[config.mk]
export PLATFORM = sky130hd
export DESIGN_NAME = deser_pin_config_bank
export DESIGN_NICKNAME = d
export VERILOG_FILES = /design/src/common/pin_bank_pkg.sv /design/src/rtl/pin_pad_ctl.sv /design/src/rtl/deser_pin_config_bank.sv
export VERILOG_INCLUDE_DIRS = /design/src /design/src/common
export SDC_FILE = /design/constraint.sdc
export NUM_CORES = 1
export LEC_CHECK = 0
export ABC_CLOCK_PERIOD_IN_PS = 1900
export BUFFER_PORTS_ARGS = -buffer_cell sky130_fd_sc_hd__buf_2
export CAP_MARGIN = 20
export CORE_MARGIN = 8
export CORE_UTILIZATION = 47
export CTS_CLUSTER_DIAMETER = 30
export DETAILED_ROUTE_END_ITERATION = 8
export GPL_ROUTABILITY_DRIVEN = 1
export HOLD_SLACK_MARGIN = 0.08
export PLACE_DENSITY_LB_ADDON = 0.2
export SLEW_MARGIN = 0
export SYNTH_ARGS = -nofsm -noshare
export SYNTH_HDL_FRONTEND = slang
export SYNTH_SLANG_ARGS = --single-unit
[constraint.sdc]
create_clock -name clk_i -period 1.9 [get_ports clk_i]
set_input_delay 0.38 -clock clk_i [delete_from_list [all_inputs] [get_ports clk_i]]
set_output_delay 0.38 -clock clk_i [all_outputs]
set_load 0.01 [all_outputs]
[src/common/pin_bank_defs.svh]
`ifndef PIN_BANK_DEFS_SVH
`define PIN_BANK_DEFS_SVH

// ----------------------------------------------------------------------------
// Register indexes (byte address is four times the index)
// ----------------------------------------------------------------------------
`define PIN0_CFG_IDX 8'h1d
`define PIN12_CFG_IDX 8'h1e
`define PIN3_CFG_IDX 8'h1f
`define PIN_STATE_IDX 8'h30

// ----------------------------------------------------------------------------
// Field positions inside one pin nibble and inside the registers
// ----------------------------------------------------------------------------
`define FLD_EN 0
`define FLD_DIR 1
`define FLD_REMOTE 2
`define FLD_LEVEL 3
`define PIN2_NIBBLE_LSB 4
`define REV_LSB 4
`define STATE_STRAP_BIT 4

// ----------------------------------------------------------------------------
// Reset values and timing
// ----------------------------------------------------------------------------
`define CFG_RESET_NIBBLE 4'h0
`define CFG_STRAP_NIBBLE 4'h3
`define STRAP_SETTLE_CYC 2'h3

`endif

[src/common/pin_bank_pkg.sv]
`default_nettype none

package pin_bank_pkg;

   // Pad role, encoded as {direction, enable}.
   typedef enum logic [1:0] {
      ROLE_FUNC_OUT = 2'b00,
      ROLE_GPIO_OUT = 2'b01,
      ROLE_TRISTATE = 2'b10,
      ROLE_GPIO_IN = 2'b11
   } pad_role_t;

   typedef enum logic {
      BOOT_SETTLE,
      BOOT_RUN
   } boot_state_t;

endpackage : pin_bank_pkg

`default_nettype wire

[src/rtl/pin_pad_ctl.sv]
`include "pin_bank_defs.svh"
`default_nettype none

module pin_pad_ctl (
   // Clock and reset
   input wire logic clk_i,
   input wire logic rst_i,
   // Configuration of this pin
   input wire logic alt_sel_i,
   input wire logic [3:0] cfg_i,
   input wire logic remote_val_i,
   input wire logic func_val_i,
   // Primary pad
   input wire logic pri_in_i,
   output logic pri_out_o,
   output logic pri_oe_o,
   // Alternate pad
   input wire logic alt_in_i,
   output logic alt_out_o,
   output logic alt_oe_o,
   // Sampled level
   output logic sampled_o
);

   logic out_r, out_nxt, oe_r, oe_nxt;
   logic [2:0] sync_r, sync_nxt;
   logic sampled_r, sampled_nxt;
   pin_bank_pkg::pad_role_t role;

   // ----------------------------------------------------------------------------
   // Pad drive
   // ----------------------------------------------------------------------------
   always_comb begin
      role = pin_bank_pkg::pad_role_t'({cfg_i[`FLD_DIR], cfg_i[`FLD_EN]});
      out_nxt = 1'b0;
      oe_nxt = 1'b0;
      unique case (role)
         pin_bank_pkg::ROLE_FUNC_OUT: begin
            oe_nxt = 1'b1;
            out_nxt = func_val_i;
         end
         pin_bank_pkg::ROLE_TRISTATE: begin
            oe_nxt = 1'b0;
         end
         pin_bank_pkg::ROLE_GPIO_OUT: begin
            oe_nxt = 1'b1;
            out_nxt = cfg_i[`FLD_LEVEL];
         end
         pin_bank_pkg::ROLE_GPIO_IN: begin
            oe_nxt = 1'b0;
         end
      endcase
      // Remote control takes a pin in either GPIO role and makes it an output.
      if (cfg_i[`FLD_EN] && cfg_i[`FLD_REMOTE]) begin
         oe_nxt = 1'b1;
         out_nxt = remote_val_i;
      end
   end

   // ----------------------------------------------------------------------------
   // Input sampling
   // ----------------------------------------------------------------------------
   always_comb begin
      // The strap is latched once, so the mux ahead of the first flop is static.
      sync_nxt = {sync_r[1:0], alt_sel_i ? alt_in_i : pri_in_i};
      sampled_nxt = (sync_r[1] == sync_r[2]) ? sync_r[2] : sampled_r;
   end

   always_ff @(posedge clk_i) begin
      if (rst_i) begin
         out_r <= 1'b0;
         oe_r <= 1'b0;
         sync_r <= 3'h0;
         sampled_r <= 1'b0;
      end else begin
         out_r <= out_nxt;
         oe_r <= oe_nxt;
         sync_r <= sync_nxt;
         sampled_r <= sampled_nxt;
      end
   end

   // ----------------------------------------------------------------------------
   // Port steering
   // ----------------------------------------------------------------------------
   assign pri_out_o = alt_sel_i ? 1'b0 : out_r;
   assign pri_oe_o = alt_sel_i ? 1'b0 : oe_r;
   assign alt_out_o = alt_sel_i ? out_r : 1'b0;
   assign alt_oe_o = alt_sel_i ? oe_r : 1'b0;
   assign sampled_o = sampled_r;

endmodule : pin_pad_ctl

`default_nettype wire

[src/rtl/deser_pin_config_bank.sv]
// Contract
// - Strap set: each config register steers the alternate pin of same number.
// - Stored level drives the pin only in GPIO output with remote off.
// - Remote bit set makes the pin an output carrying the remote value; the code does this only when enable is 1 (either GPIO role).
// - {direction, enable}: 00 functional out, 10 tri-state, 01 GPIO out, 11 in.
// - Direction and enable reset to 0, or to 1 when the strap is 1.
// - Lower slot: enable bit 0 and direction bit 1 form the role code.
// - Pin two: enable bit 4 and direction bit 5 form its role code.
// - Pin-0 register bits 7-4 are a read-only revision code; writes ignored.
//
// Implementation choice: the Wishbone slave port.
`include "pin_bank_defs.svh"
`default_nettype none

module deser_pin_config_bank #(
   // Value is arbitrary.
   parameter logic [3:0] REVISION_CODE = 4'h5
) (
   // Clock and reset
   input wire logic clk_i,
   input wire logic rst_i,
   // Wishbone slave
   input wire logic wb_cyc_i,
   input wire logic wb_stb_i,
   input wire logic wb_we_i,
   input wire logic [9:0] wb_adr_i,
   input wire logic [3:0] wb_sel_i,
   input wire logic [31:0] wb_dat_i,
   output logic [31:0] wb_dat_o,
   output logic wb_ack_o,
   // Strap pin
   input wire logic second_port_strap_i,
   // Link side
   input wire logic [3:0] remote_val_i,
   input wire logic [3:0] func_val_i,
   output logic [3:0] fwd_level_o,
   output logic [3:0] fwd_valid_o,
   // Primary pins
   input wire logic [3:0] pri_pin_in_i,
   output logic [3:0] pri_pin_out_o,
   output logic [3:0] pri_pin_oe_o,
   // Alternate pins
   input wire logic [3:0] alt_pin_in_i,
   output logic [3:0] alt_pin_out_o,
   output logic [3:0] alt_pin_oe_o
);

   // ----------------------------------------------------------------------------
   // Helpers
   // ----------------------------------------------------------------------------
   // Returns the nibble {level, remote, direction, enable} of one pin.
   function automatic logic [3:0] pin_cfg(input logic [3:0] c0, input logic [7:0] c12,
                                          input logic [3:0] c3, input int idx);
      logic [3:0] r;
      r = c0;
      unique case (idx)
         0: r = c0;
         1: r = c12[3:0];
         2: r = c12[7:`PIN2_NIBBLE_LSB];
         default: r = c3;
      endcase
      return r;
   endfunction : pin_cfg

   function automatic logic in_role(input logic [3:0] c);
      return c[`FLD_DIR] & c[`FLD_EN] & ~c[`FLD_REMOTE];
   endfunction : in_role

   // ----------------------------------------------------------------------------
   // Strap capture
   // ----------------------------------------------------------------------------
   logic [2:0] strap_sync_r, strap_sync_nxt;
   logic strap_r, strap_nxt;
   logic port_sel_r, port_sel_nxt;
   logic [1:0] boot_cnt_r, boot_cnt_nxt;
   pin_bank_pkg::boot_state_t boot_st_r, boot_st_nxt;
   logic boot_load;

   always_comb begin
      strap_sync_nxt = {strap_sync_r[1:0], second_port_strap_i};
      strap_nxt = (strap_sync_r[1] == strap_sync_r[2]) ? strap_sync_r[2] : strap_r;
      boot_st_nxt = boot_st_r;
      boot_cnt_nxt = boot_cnt_r;
      port_sel_nxt = port_sel_r;
      boot_load = 1'b0;
      unique case (boot_st_r)
         pin_bank_pkg::BOOT_SETTLE: begin
            // Wait until the synchroniser has seen the settled strap level.
            if (boot_cnt_r == `STRAP_SETTLE_CYC) begin
               boot_st_nxt = pin_bank_pkg::BOOT_RUN;
               // The flops only agree on this edge, so the held strap would still be stale.
               port_sel_nxt = strap_nxt;
               boot_load = 1'b1;
            end else begin
               boot_cnt_nxt = boot_cnt_r + 2'h1;
            end
         end
         pin_bank_pkg::BOOT_RUN: begin
            boot_load = 1'b0;
         end
      endcase
   end

   always_ff @(posedge clk_i) begin
      if (rst_i) begin
         strap_sync_r <= 3'h0;
         strap_r <= 1'b0;
         port_sel_r <= 1'b0;
         boot_cnt_r <= 2'h0;
         boot_st_r <= pin_bank_pkg::BOOT_SETTLE;
      end else begin
         strap_sync_r <= strap_sync_nxt;
         strap_r <= strap_nxt;
         port_sel_r <= port_sel_nxt;
         boot_cnt_r <= boot_cnt_nxt;
         boot_st_r <= boot_st_nxt;
      end
   end

   // ----------------------------------------------------------------------------
   // Register file and bus slave
   // ----------------------------------------------------------------------------
   logic [3:0] cfg0_r, cfg0_nxt;
   logic [7:0] cfg12_r, cfg12_nxt;
   logic [3:0] cfg3_r, cfg3_nxt;
   logic ack_r, ack_nxt;
   logic [31:0] dat_r, dat_nxt;
   logic [3:0] sampled;
   logic [7:0] idx;
   logic req, wr;
   logic [3:0] boot_nib;

   always_comb begin
      idx = wb_adr_i[9:2];
      // Requests wait for the strap to be latched, so boot values cannot clobber writes.
      req = wb_cyc_i & wb_stb_i & ~ack_r & (boot_st_r == pin_bank_pkg::BOOT_RUN);
      wr = req & wb_we_i & wb_sel_i[0];
      ack_nxt = req;
      dat_nxt = dat_r;
      cfg0_nxt = cfg0_r;
      cfg12_nxt = cfg12_r;
      cfg3_nxt = cfg3_r;
      boot_nib = strap_nxt ? `CFG_STRAP_NIBBLE : `CFG_RESET_NIBBLE;
      if (boot_load) begin
         cfg0_nxt = boot_nib;
         cfg12_nxt = {boot_nib, boot_nib};
         cfg3_nxt = boot_nib;
      end
      if (wr) begin
         unique case (idx)
            `PIN0_CFG_IDX: cfg0_nxt = wb_dat_i[3:0];
            `PIN12_CFG_IDX: cfg12_nxt = wb_dat_i[7:0];
            `PIN3_CFG_IDX: cfg3_nxt = wb_dat_i[3:0];
            default: cfg0_nxt = cfg0_nxt;
         endcase
      end
      if (req) begin
         unique case (idx)
            `PIN0_CFG_IDX: dat_nxt = {24'h0, REVISION_CODE, cfg0_r};
            `PIN12_CFG_IDX: dat_nxt = {24'h0, cfg12_r};
            `PIN3_CFG_IDX: dat_nxt = {28'h0, cfg3_r};
            `PIN_STATE_IDX: dat_nxt = {27'h0, port_sel_r, sampled};
            default: dat_nxt = 32'h0;
         endcase
      end
   end

   always_ff @(posedge clk_i) begin
      if (rst_i) begin
         cfg0_r <= `CFG_RESET_NIBBLE;
         cfg12_r <= {`CFG_RESET_NIBBLE, `CFG_RESET_NIBBLE};
         cfg3_r <= `CFG_RESET_NIBBLE;
         ack_r <= 1'b0;
         dat_r <= 32'h0;
      end else begin
         cfg0_r <= cfg0_nxt;
         cfg12_r <= cfg12_nxt;
         cfg3_r <= cfg3_nxt;
         ack_r <= ack_nxt;
         dat_r <= dat_nxt;
      end
   end

   assign wb_ack_o = ack_r;
   assign wb_dat_o = dat_r;

   // ----------------------------------------------------------------------------
   // Pins
   // ----------------------------------------------------------------------------
   for (genvar g = 0; g < 4; g++) begin : g_pin
      logic [3:0] cfg;
      assign cfg = pin_cfg(cfg0_r, cfg12_r, cfg3_r, g);

      pin_pad_ctl u_pad (
         .clk_i(clk_i),
         .rst_i(rst_i),
         .alt_sel_i(port_sel_r),
         .cfg_i(cfg),
         .remote_val_i(remote_val_i[g]),
         .func_val_i(func_val_i[g]),
         .pri_in_i(pri_pin_in_i[g]),
         .pri_out_o(pri_pin_out_o[g]),
         .pri_oe_o(pri_pin_oe_o[g]),
         .alt_in_i(alt_pin_in_i[g]),
         .alt_out_o(alt_pin_out_o[g]),
         .alt_oe_o(alt_pin_oe_o[g]),
         .sampled_o(sampled[g])
      );

      // Forwarding is flagged only while the pin really is a local input.
      assign fwd_valid_o[g] = in_role(cfg);
   end

   assign fwd_level_o = sampled;

endmodule : deser_pin_config_bank

`default_nettype wire

Word-level counts from Yosys, hierarchy flattened
Index checks and enable logic that the tools add are counted.
- bits in registers: 81
- logic and storage cells: 138
- add/sub/neg operators: 1
- eq/ne operators: 22
- mux-type cells: 51
- bitwise gates (word level): 20
- reductions and logical operators: 18
- operators with widths (operator ; count):
    $pmux W8 S4 ; 1
    $mux W1 ; 31
    $eq A8 B5 Y1 const B ; 3
    $mux W4 ; 6
    $mux W8 ; 3
    $eq A2 B2 Y1 const B ; 9
    $pmux W1 S2 ; 9
    $reduce_or A2 Y1 ; 8
    $and A1 B1 Y1 ; 13
    $eq A2 B1 Y1 const B ; 4
    $eq A8 B6 Y1 const B ; 1
    $logic_not A2 Y1 ; 4
    $not A1 Y1 ; 7
    $eq A1 B1 Y1 ; 5
    $logic_and A1 B1 Y1 ; 4
    $reduce_and A2 Y1 ; 2
    $add A2 B1 Y2 const B ; 1
    $mux W2 ; 1

Depth between registers and ports, before layout
Gate-level depths: netlist of run 1.
- depth in word-level cells: 6
- depth in mapped cells: 7
- gate-level depth less buffers: 5

By module
Synthesis of run 1 repeated with hierarchy kept, for this count alone.
- cells, all modules: 290
- area total of the unflattened synthesis: 2655.0 um2
- modules (own cells, without submodules) (module ; instances ; cells an instance ; area an instance (um2) ; sequential area each (um2)):
    deser_pin_config_bank ; 1 ; 202 ; 1754.2 ; 660.6
    pin_pad_ctl ; 4 ; 22 ; 225.2 ; 120.1

Worst setup path after synthesis of run 1
No wires, ideal clock.
- path kind: input -> register
- from: input port wb_adr_i[3]
- to: register dat_r[0] (netlist: wb_dat_o[0])
- library setup time: 70 ps
- arrival time: 1576 ps
- required time: 1830 ps
- setup slack: 254 ps
- stages on the path: 5
- path buffers: 1
- cell sequence: buf_4 > or4b_4 > nor4_4 > a222oi_1 > a21oi_1
- cells in the longest elaborated chain, start to end: 2
- ends and longest elaborated chain (what ; RTL line ; RTL):
    from (decl) ; deser_pin_config_bank.sv:26 ; input wire logic [9:0] wb_adr_i,
    $eq A8 B6 Y1 or $eq A8 B5 Y1 (tied branches) ; deser_pin_config_bank.sv:158 ; unique case (idx)
    $pmux W8 S4 * ; deser_pin_config_bank.sv:158 ;
    to (signal assigned) ; deser_pin_config_bank.sv:180 ; dat_r <= dat_nxt;
    to (decl) ; deser_pin_config_bank.sv:127 ; logic [31:0] dat_r, dat_nxt;
Every way passes the cells marked *; elsewhere a longest branch is shown, timed or not.
A chain may end at the register's enable or synchronous reset.

Worst setup path after layout of run 1
- from: register port_sel_r
- to: output port alt_pin_out_o[3]
- cells in the longest elaborated chain, start to end: 1
- ends and longest elaborated chain (what ; RTL line ; RTL):
    from (decl) ; deser_pin_config_bank.sv:74 ; logic port_sel_r, port_sel_nxt;
    from (signal assigned) ; deser_pin_config_bank.sv:114 ; port_sel_r <= port_sel_nxt;
    $mux W1 ; pin_pad_ctl.sv:88 ; assign alt_out_o = alt_sel_i ? out_r : 1'b0;
    to (decl) ; deser_pin_config_bank.sv:44 ; output logic [3:0] alt_pin_out_o,
Every way passes these cells.

==> results of run 1 <==
## power breakdown
part / switching (W) / internal, W
Clock: 0.000446 / 0.000538
Combinational: 0.000156 / 0.000105
Sequential: 0.0000245 / 0.00124
## registers in the layout, summed over array words and instances, names as in the netlist
name / flops
port_sel_r: 1
cfg3_r: 4
strap_r: 1
g_pin.u_pad.sampled_o: 4
g_pin.u_pad.sync_r: 12
wb_dat_o: 8
g_pin.u_pad.oe_r: 4
g_pin.u_pad.out_r: 4
wb_ack_o: 1
strap_sync_r: 3
cfg12_r: 8
cfg0_r: 4
boot_st_r: 1
boot_cnt_r: 2
## worst paths after layout
kind,cells after the start,startpoint,endpoint,slack (ns)
hold / removal,2,second_port_strap_i,strap_sync_r[0]$_SDFF_PP0_,0.26
setup reg to reg,5,boot_cnt_r[0]$_SDFFE_PP0P_,cfg3_r[1]$_SDFF_PP0_,0.31
setup / recovery,2,port_sel_r$_SDFFE_PP0P_,alt_pin_out_o[3],0.26
hold reg to reg,1,g_pin[0].u_pad.sync_r[0]$_SDFF_PP0_,g_pin[0].u_pad.sync_r[1]$_SDFF_PP0_,0.43
## layout make-up
cell class / instances / area [um^2]
multi-input combinational: 216 / 1330
clock buffer: 13 / 159
sequential: 57 / 1140
inverter: 2 / 7.51
clock inverter: 3 / 15.0
timing repair buffer: 78 / 408
tap: 75 / 93.8
fill: 569 / 2700
## cell usage after synthesis (5+ instances only)
cell      count
a211oi_1     10
a21oi_1      27
and2_1        9
buf_4        46
clkbuf_1     12
dfxtp_1      57
mux2i_1       6
nand2_1      24
nand3_1      14
nor2_1       13
nor2b_1      21
o21ai_0       5
## metrics by stage
step | instance area (um^2) | worst slack (ns) | hold WS, ns
6_report | 3150 | 0.257 | 0.264
5_1_grt | 3150 | 0.132 | 0.248
4_1_cts | 3150 | 0.227 | 0.248
3_5_place_dp | 2980 | 0.0921 | 0.422
3_3_place_gp | 2980 | 0.117 | 0.420
2_1_floorplan | 2900 | 0.254 | 0.414
## worst register-to-register path, delay by kind of cell, from the launching register on
family                   cells  cell delay [ns]
adder cells (fa/ha/maj)      1             0.20
AND/OR/NAND/NOR              2             0.61
AO/OA/AOI/OAI                2             0.34
flip-flops                   1             0.36
## layout by cell type, fill, tap and decap left out, types with 2 or more instances in the layout
master    netlist  layout
nand3b_1        2       2
nor2_1         13      13
nand2b_1        4       4
and3_1          2       2
conb_1          1      24
and2_1          9       9
a222oi_1        4       4
buf_4          46       7
a21oi_1        27      27
clkinv_2        0       3
clkbuf_1       12       2
nand3_1        14      14
buf_2           2      71
mux2_2          4       4
and4_1          2       2
nand4_1         2       2
a22o_2          3       3
a31oi_1         2       2
a21o_1          2       2
a221oi_1        4       4
nor3_1          4       4
o211a_1         2       2
nor2b_1        21      21
clkbuf_8        0      11
and3b_1         4       4
a211oi_1       10      10
o211ai_1        4       4
o21ai_0         5       5
nand2_1        24      24
inv_1           2       2
mux2i_1         6       6
dfxtp_1        57      57
## cells by family (layout without fill, tap and decap cells)
group | count (synthesis) | after routing
buffers and inverters | 67 | 96
DFF | 57 | 57
xor gates and xnor gates | 1 | 1
muxes | 10 | 10
adders and majority gates | 2 | 2
other | 1 | 24
AOI/OAI and AO/OA | 67 | 67
and+or+nand+nor | 112 | 112
## metal layers
layer  vias to the layer above  GRT usage [%]  share of wire, %
met4                         0           4.83              0.97
li1                       1137              -                 -
met1                      1069           17.4                43
met2                        65           25.5                49
met5                         -              0                 0
met3                         4           6.73               7.3
==> impl_metrics.ini, run 1 <==
[timing]
worst_pin_slew_ns = 0.605
fmax_mhz = 609
slew_viol_final = 0
relSlewSlack_pct = 59.6
layout_min_cycle_time_ns = 1.64
hold_viol_final = 0
setup_tns_ns = 0
min_period_over_period_pct = 86.5
rsz0062_at_grt = false
skew_ns = 0.00646
finalSetupViolations = 0

[setup_path]
cp.required_ns = 1.52
end_kind = output port
crit_type = flip-flop to output port
critPathTopFamily = flip-flops
cp_max_fo = 18
cpPeakStageDelay_ns = 0.62
path_cells = and2_1 -> buf_2
worst_setup_path_start_kind = flip-flop
path_buf_inv = 1
slowest_stage = dfxtp_1
arrival_ns = 1.26

[routing]
totalWireLength_um = 6620
drc = 0
wl_per_cell_um = 14.9
first_pass_iters = 4
ant_nets = 0
drtIter0Drc = 97
routed_via_density = 5.12
via_count = 2275

[layout]
stdcell_count = 444
fin_util_pct = 53.8
diodes = 0
drive_gt1_share_pct = 29.0
nets = 433
area_delta_synth_final_pct = 11.9

[grt]
antenna_found_initial = 0
grt_pass1_wl_um = 10600
grt_usage_pct = 15.4
grt_pass1_vias = 2197
grt_overflow_total = 0
grt_start_max_net_pins = 34

[placed_design]
place.detailed.hpwl_um = 5150
gp_congestion = 0.785
io_buffers = 71
post-place-cells = 428

[clocking]
cts.htree.levels = 3
tritoncts = yes
post_cts_buffers = 0
cts_hold_buffers = 0
cts_buffers = 9
root_buffer = clkbuf_8
clock_path_buffers = 2
cts.sinks = 57
insertion_delay_ns = 0.33
cts.clk_slew.worst_paths_ns = 0.06
cts_resized = 0

[synthesis]
synth_compound_area_share_pct = 15.9
synth_top_area_share_pct = 40.5
synth.largest_area_cell = dfxtp_1
synth_edf_count = 0
ys_warn_count = 0
synth_mux_area_share_pct = 3.73
synth-seq-cells = 57
syn_area_mm2 = 0.00282
synthCells = 317
synthFlopType = dfxtp_1
async_flop_share_pct = 0
synthSimpleGateAreaFrac_pct = 23.1
yosysSeqAreaShare_pct = 40.5
synth-xor-area-share_pct = 0.311
synth_area_leaders = dfxtp_1 41%, buf_4 12%, a21oi_1 4.8%, nor2b_1 4.7%, nand2_1 3.2%
synth_top_family_by_area = simple AND/OR/NAND/NOR gates
avgSynthCellArea_um2 = 8.88
synth_cell_type_count = 51
synth_adder_area_share_pct = 0.800

[power_and_ir_drop]
ir_drop_mv = 0.479
power.leakage_nw = 1.37
p_total_w = 0.00251
p_per_area_mw_per_mm2 = 797

[floorplanning]
rows = 28
die_height_um = 93.4
start_util_pct = 48.1
fp.coreArea_mm2 = 0.00585
io_pins = 125
die_area_mm2 = 0.00872
die_x_um = 93.4

[status]
outcome = completed

[min_path]
hold_class = input port to flip-flop

[run]
cap_violations = 0
Power figures use the tool's default switching activity.
==> run 2: changes to the inputs <==
--- a/config.mk
+++ b/config.mk
@@ -6,11 +6,11 @@
 export SDC_FILE = /design/constraint.sdc
 export NUM_CORES = 1
 export LEC_CHECK = 0
-export ABC_CLOCK_PERIOD_IN_PS = 1900
+export ABC_CLOCK_PERIOD_IN_PS = 1500
 export BUFFER_PORTS_ARGS = -buffer_cell sky130_fd_sc_hd__buf_2
 export CAP_MARGIN = 20
 export CORE_MARGIN = 8
-export CORE_UTILIZATION = 47
+export CORE_UTILIZATION = 43
 export CTS_CLUSTER_DIAMETER = 30
 export DETAILED_ROUTE_END_ITERATION = 8
 export GPL_ROUTABILITY_DRIVEN = 1
==> constraint.sdc (replaced) <==
create_clock -name clk_i -period 1.5 [get_ports clk_i]
set_input_delay 0.3 -clock clk_i [delete_from_list [all_inputs] [get_ports clk_i]]
set_output_delay 0.3 -clock clk_i [all_outputs]
set_load 0.05 [all_outputs]
==> run 2 against run 1 <==
- hold slack got worse by 0.089 ns
- critical path depth increased by 3
- clock-buffer cell count decreased by 1
- register-to-register slack got worse by 0.27 ns
- sequential power increased by 26%
- first-iteration DRC count increased by 31%
- critical endpoint is now wb_dat_o[0]$_SDFFE_PP0P_
- largest cell class unchanged
==> impl_metrics.ini, run 2 (synthesis gave the netlist of run 1 again) <==
[status]
outcome = completed

[clocking]
cts_buffers = 9
cts.htree.levels = 3
insertion_delay_ns = 0.34
cts.clk_slew.worst_paths_ns = 0.06
cts.sinks = 57
root_buffer = clkbuf_8
clock_path_buffers = 2
tritoncts = yes

[placed_design]
preCtsSetupSlack_ns = -0.163
gp_congestion = 0.780
io_buffers = 71
place.detailed.hpwl_um = 5250
post-place-cells = 447

[layout]
regMostFlops = g_pin.u_pad.sync_r
diodes = 0
nets = 452
stdcell_count = 464
final_cell_mix = 51 x buf_2, 46 x dfxtp_1, 31 x buf_4
area_delta_synth_final_pct = 24.7
drive_gt1_share_pct = 39.0
largest_reg_flops = 12
final_common_cell = buf_2

[grt]
antenna_found_initial = 0
grt_pass1_vias = 2349
grt_start_max_net_pins = 20
grt_overflow_total = 0
grt_pass1_wl_um = 11400
grt_usage_pct = 14.6

[power_and_ir_drop]
p_per_area_mw_per_mm2 = 1060
p_total_w = 0.00370
ir_drop_mv = 0.618
power.leakage_nw = 1.51

[floorplanning]
die_height_um = 96.9
fp.coreArea_mm2 = 0.00635
io_pins = 125
start_util_pct = 44.3
die_area_mm2 = 0.00939
rows = 29
die_x_um = 96.9

[setup_path]
crit_type = flip-flop to flip-flop
end_kind = flip-flop
arrival_ns = 1.67
cp.required_ns = 1.71
worst_setup_path_start_kind = flip-flop
cp_max_fo = 8

[routing]
wl_met1_um = 2990
wl_met3_um = 493
wl_per_cell_um = 15.0
met2_length_um = 3380
via_count = 2342
first_pass_iters = 6
totalWireLength_um = 6950
highest_layer = met4
routed_via_density = 5.05
drc = 0
ant_nets = 0
drtIter0Drc = 127

[timing]
slew_viol_final = 0
finalSetupViolations = 0
hold_viol_final = 0
setup_ws_ns = 0.0363
rsz0062_at_grt = true
fmax_mhz = 683
layout_min_cycle_time_ns = 1.46
min_period_over_period_pct = 97.6
skew_ns = 0.00590

[min_path]
hold_class = input port to flip-flop

[run]
cap_violations = 0
-- run 2: report_power, final --
group          switching, W  internal, W  total (W)
Sequential        0.0000267      0.00157    0.00160
Clock              0.000580     0.000970    0.00155
Combinational      0.000366     0.000193   0.000559
Total              0.000972      0.00273    0.00370
-- run 2: path summary, 6_finish.rpt --
check	from	to	slack [ns]	cells past startpoint
worst min-delay path	second_port_strap_i	strap_sync_r[0]$_SDFF_PP0_	0.18	2
worst max register to register	wb_ack_o$_SDFF_PP0_	wb_dat_o[0]$_SDFFE_PP0P_	0.04	5
worst min register to register	g_pin[1].u_pad.sync_r[0]$_SDFF_PP0_	g_pin[1].u_pad.sync_r[1]$_SDFF_PP0_	0.45	1
worst max-delay path	wb_ack_o$_SDFF_PP0_	wb_dat_o[0]$_SDFFE_PP0P_	0.04	5
-- run 2: layout make-up --
cell class                 instances  area [um^2]
fill                             583         2840
multi-input combinational        216         1380
sequential                        57         1160
timing repair buffer              97          657
clock buffer                      12          145
tap                               77         96.3
clock inverter                     3         65.1
inverter                           2         7.51
-- run 2: worst max-delay path, cell delays in order (launching register included) --
cell and delay [ns]:
dfxtp_4 0.34, and4b_2 0.36, buf_4 0.16, nor2_4 0.05
a222oi_1 0.35, a21oi_1 0.07
-- run 2: metal layers --
metal / track usage (%) / vias to the layer above
li1: - / 1173
met1: 16.5 / 1092
met2: 23.5 / 68
met3: 6.76 / 9
met4: 5.33 / 0
met5: 0 / -
-- run 2: per-stage QoR --
stage	util, %	TNS, ns	hold slack (ns)	area (um^2)
2_1_floorplan	-	-0.297	0.414	2940
3_3_place_gp	49.3	-1.83	0.420	3130
3_5_place_dp	49.3	-2.05	0.429	3130
4_1_cts	53.5	-0.00162	0.160	3400
5_1_grt	55.3	-0.208	0.178	3510
6_report	55.3	0	0.175	3510
-- run 2: what timing repair did --
action                                  4_1_cts  5_1_grt
pin swaps                                     0        4
gates resized for setup                      24       43
endpoints found under the setup margin       35       36
hold buffers                                  0        0
buffers inserted                              0        1
gates cloned                                  0        1
endpoints found under the hold margin         0        0
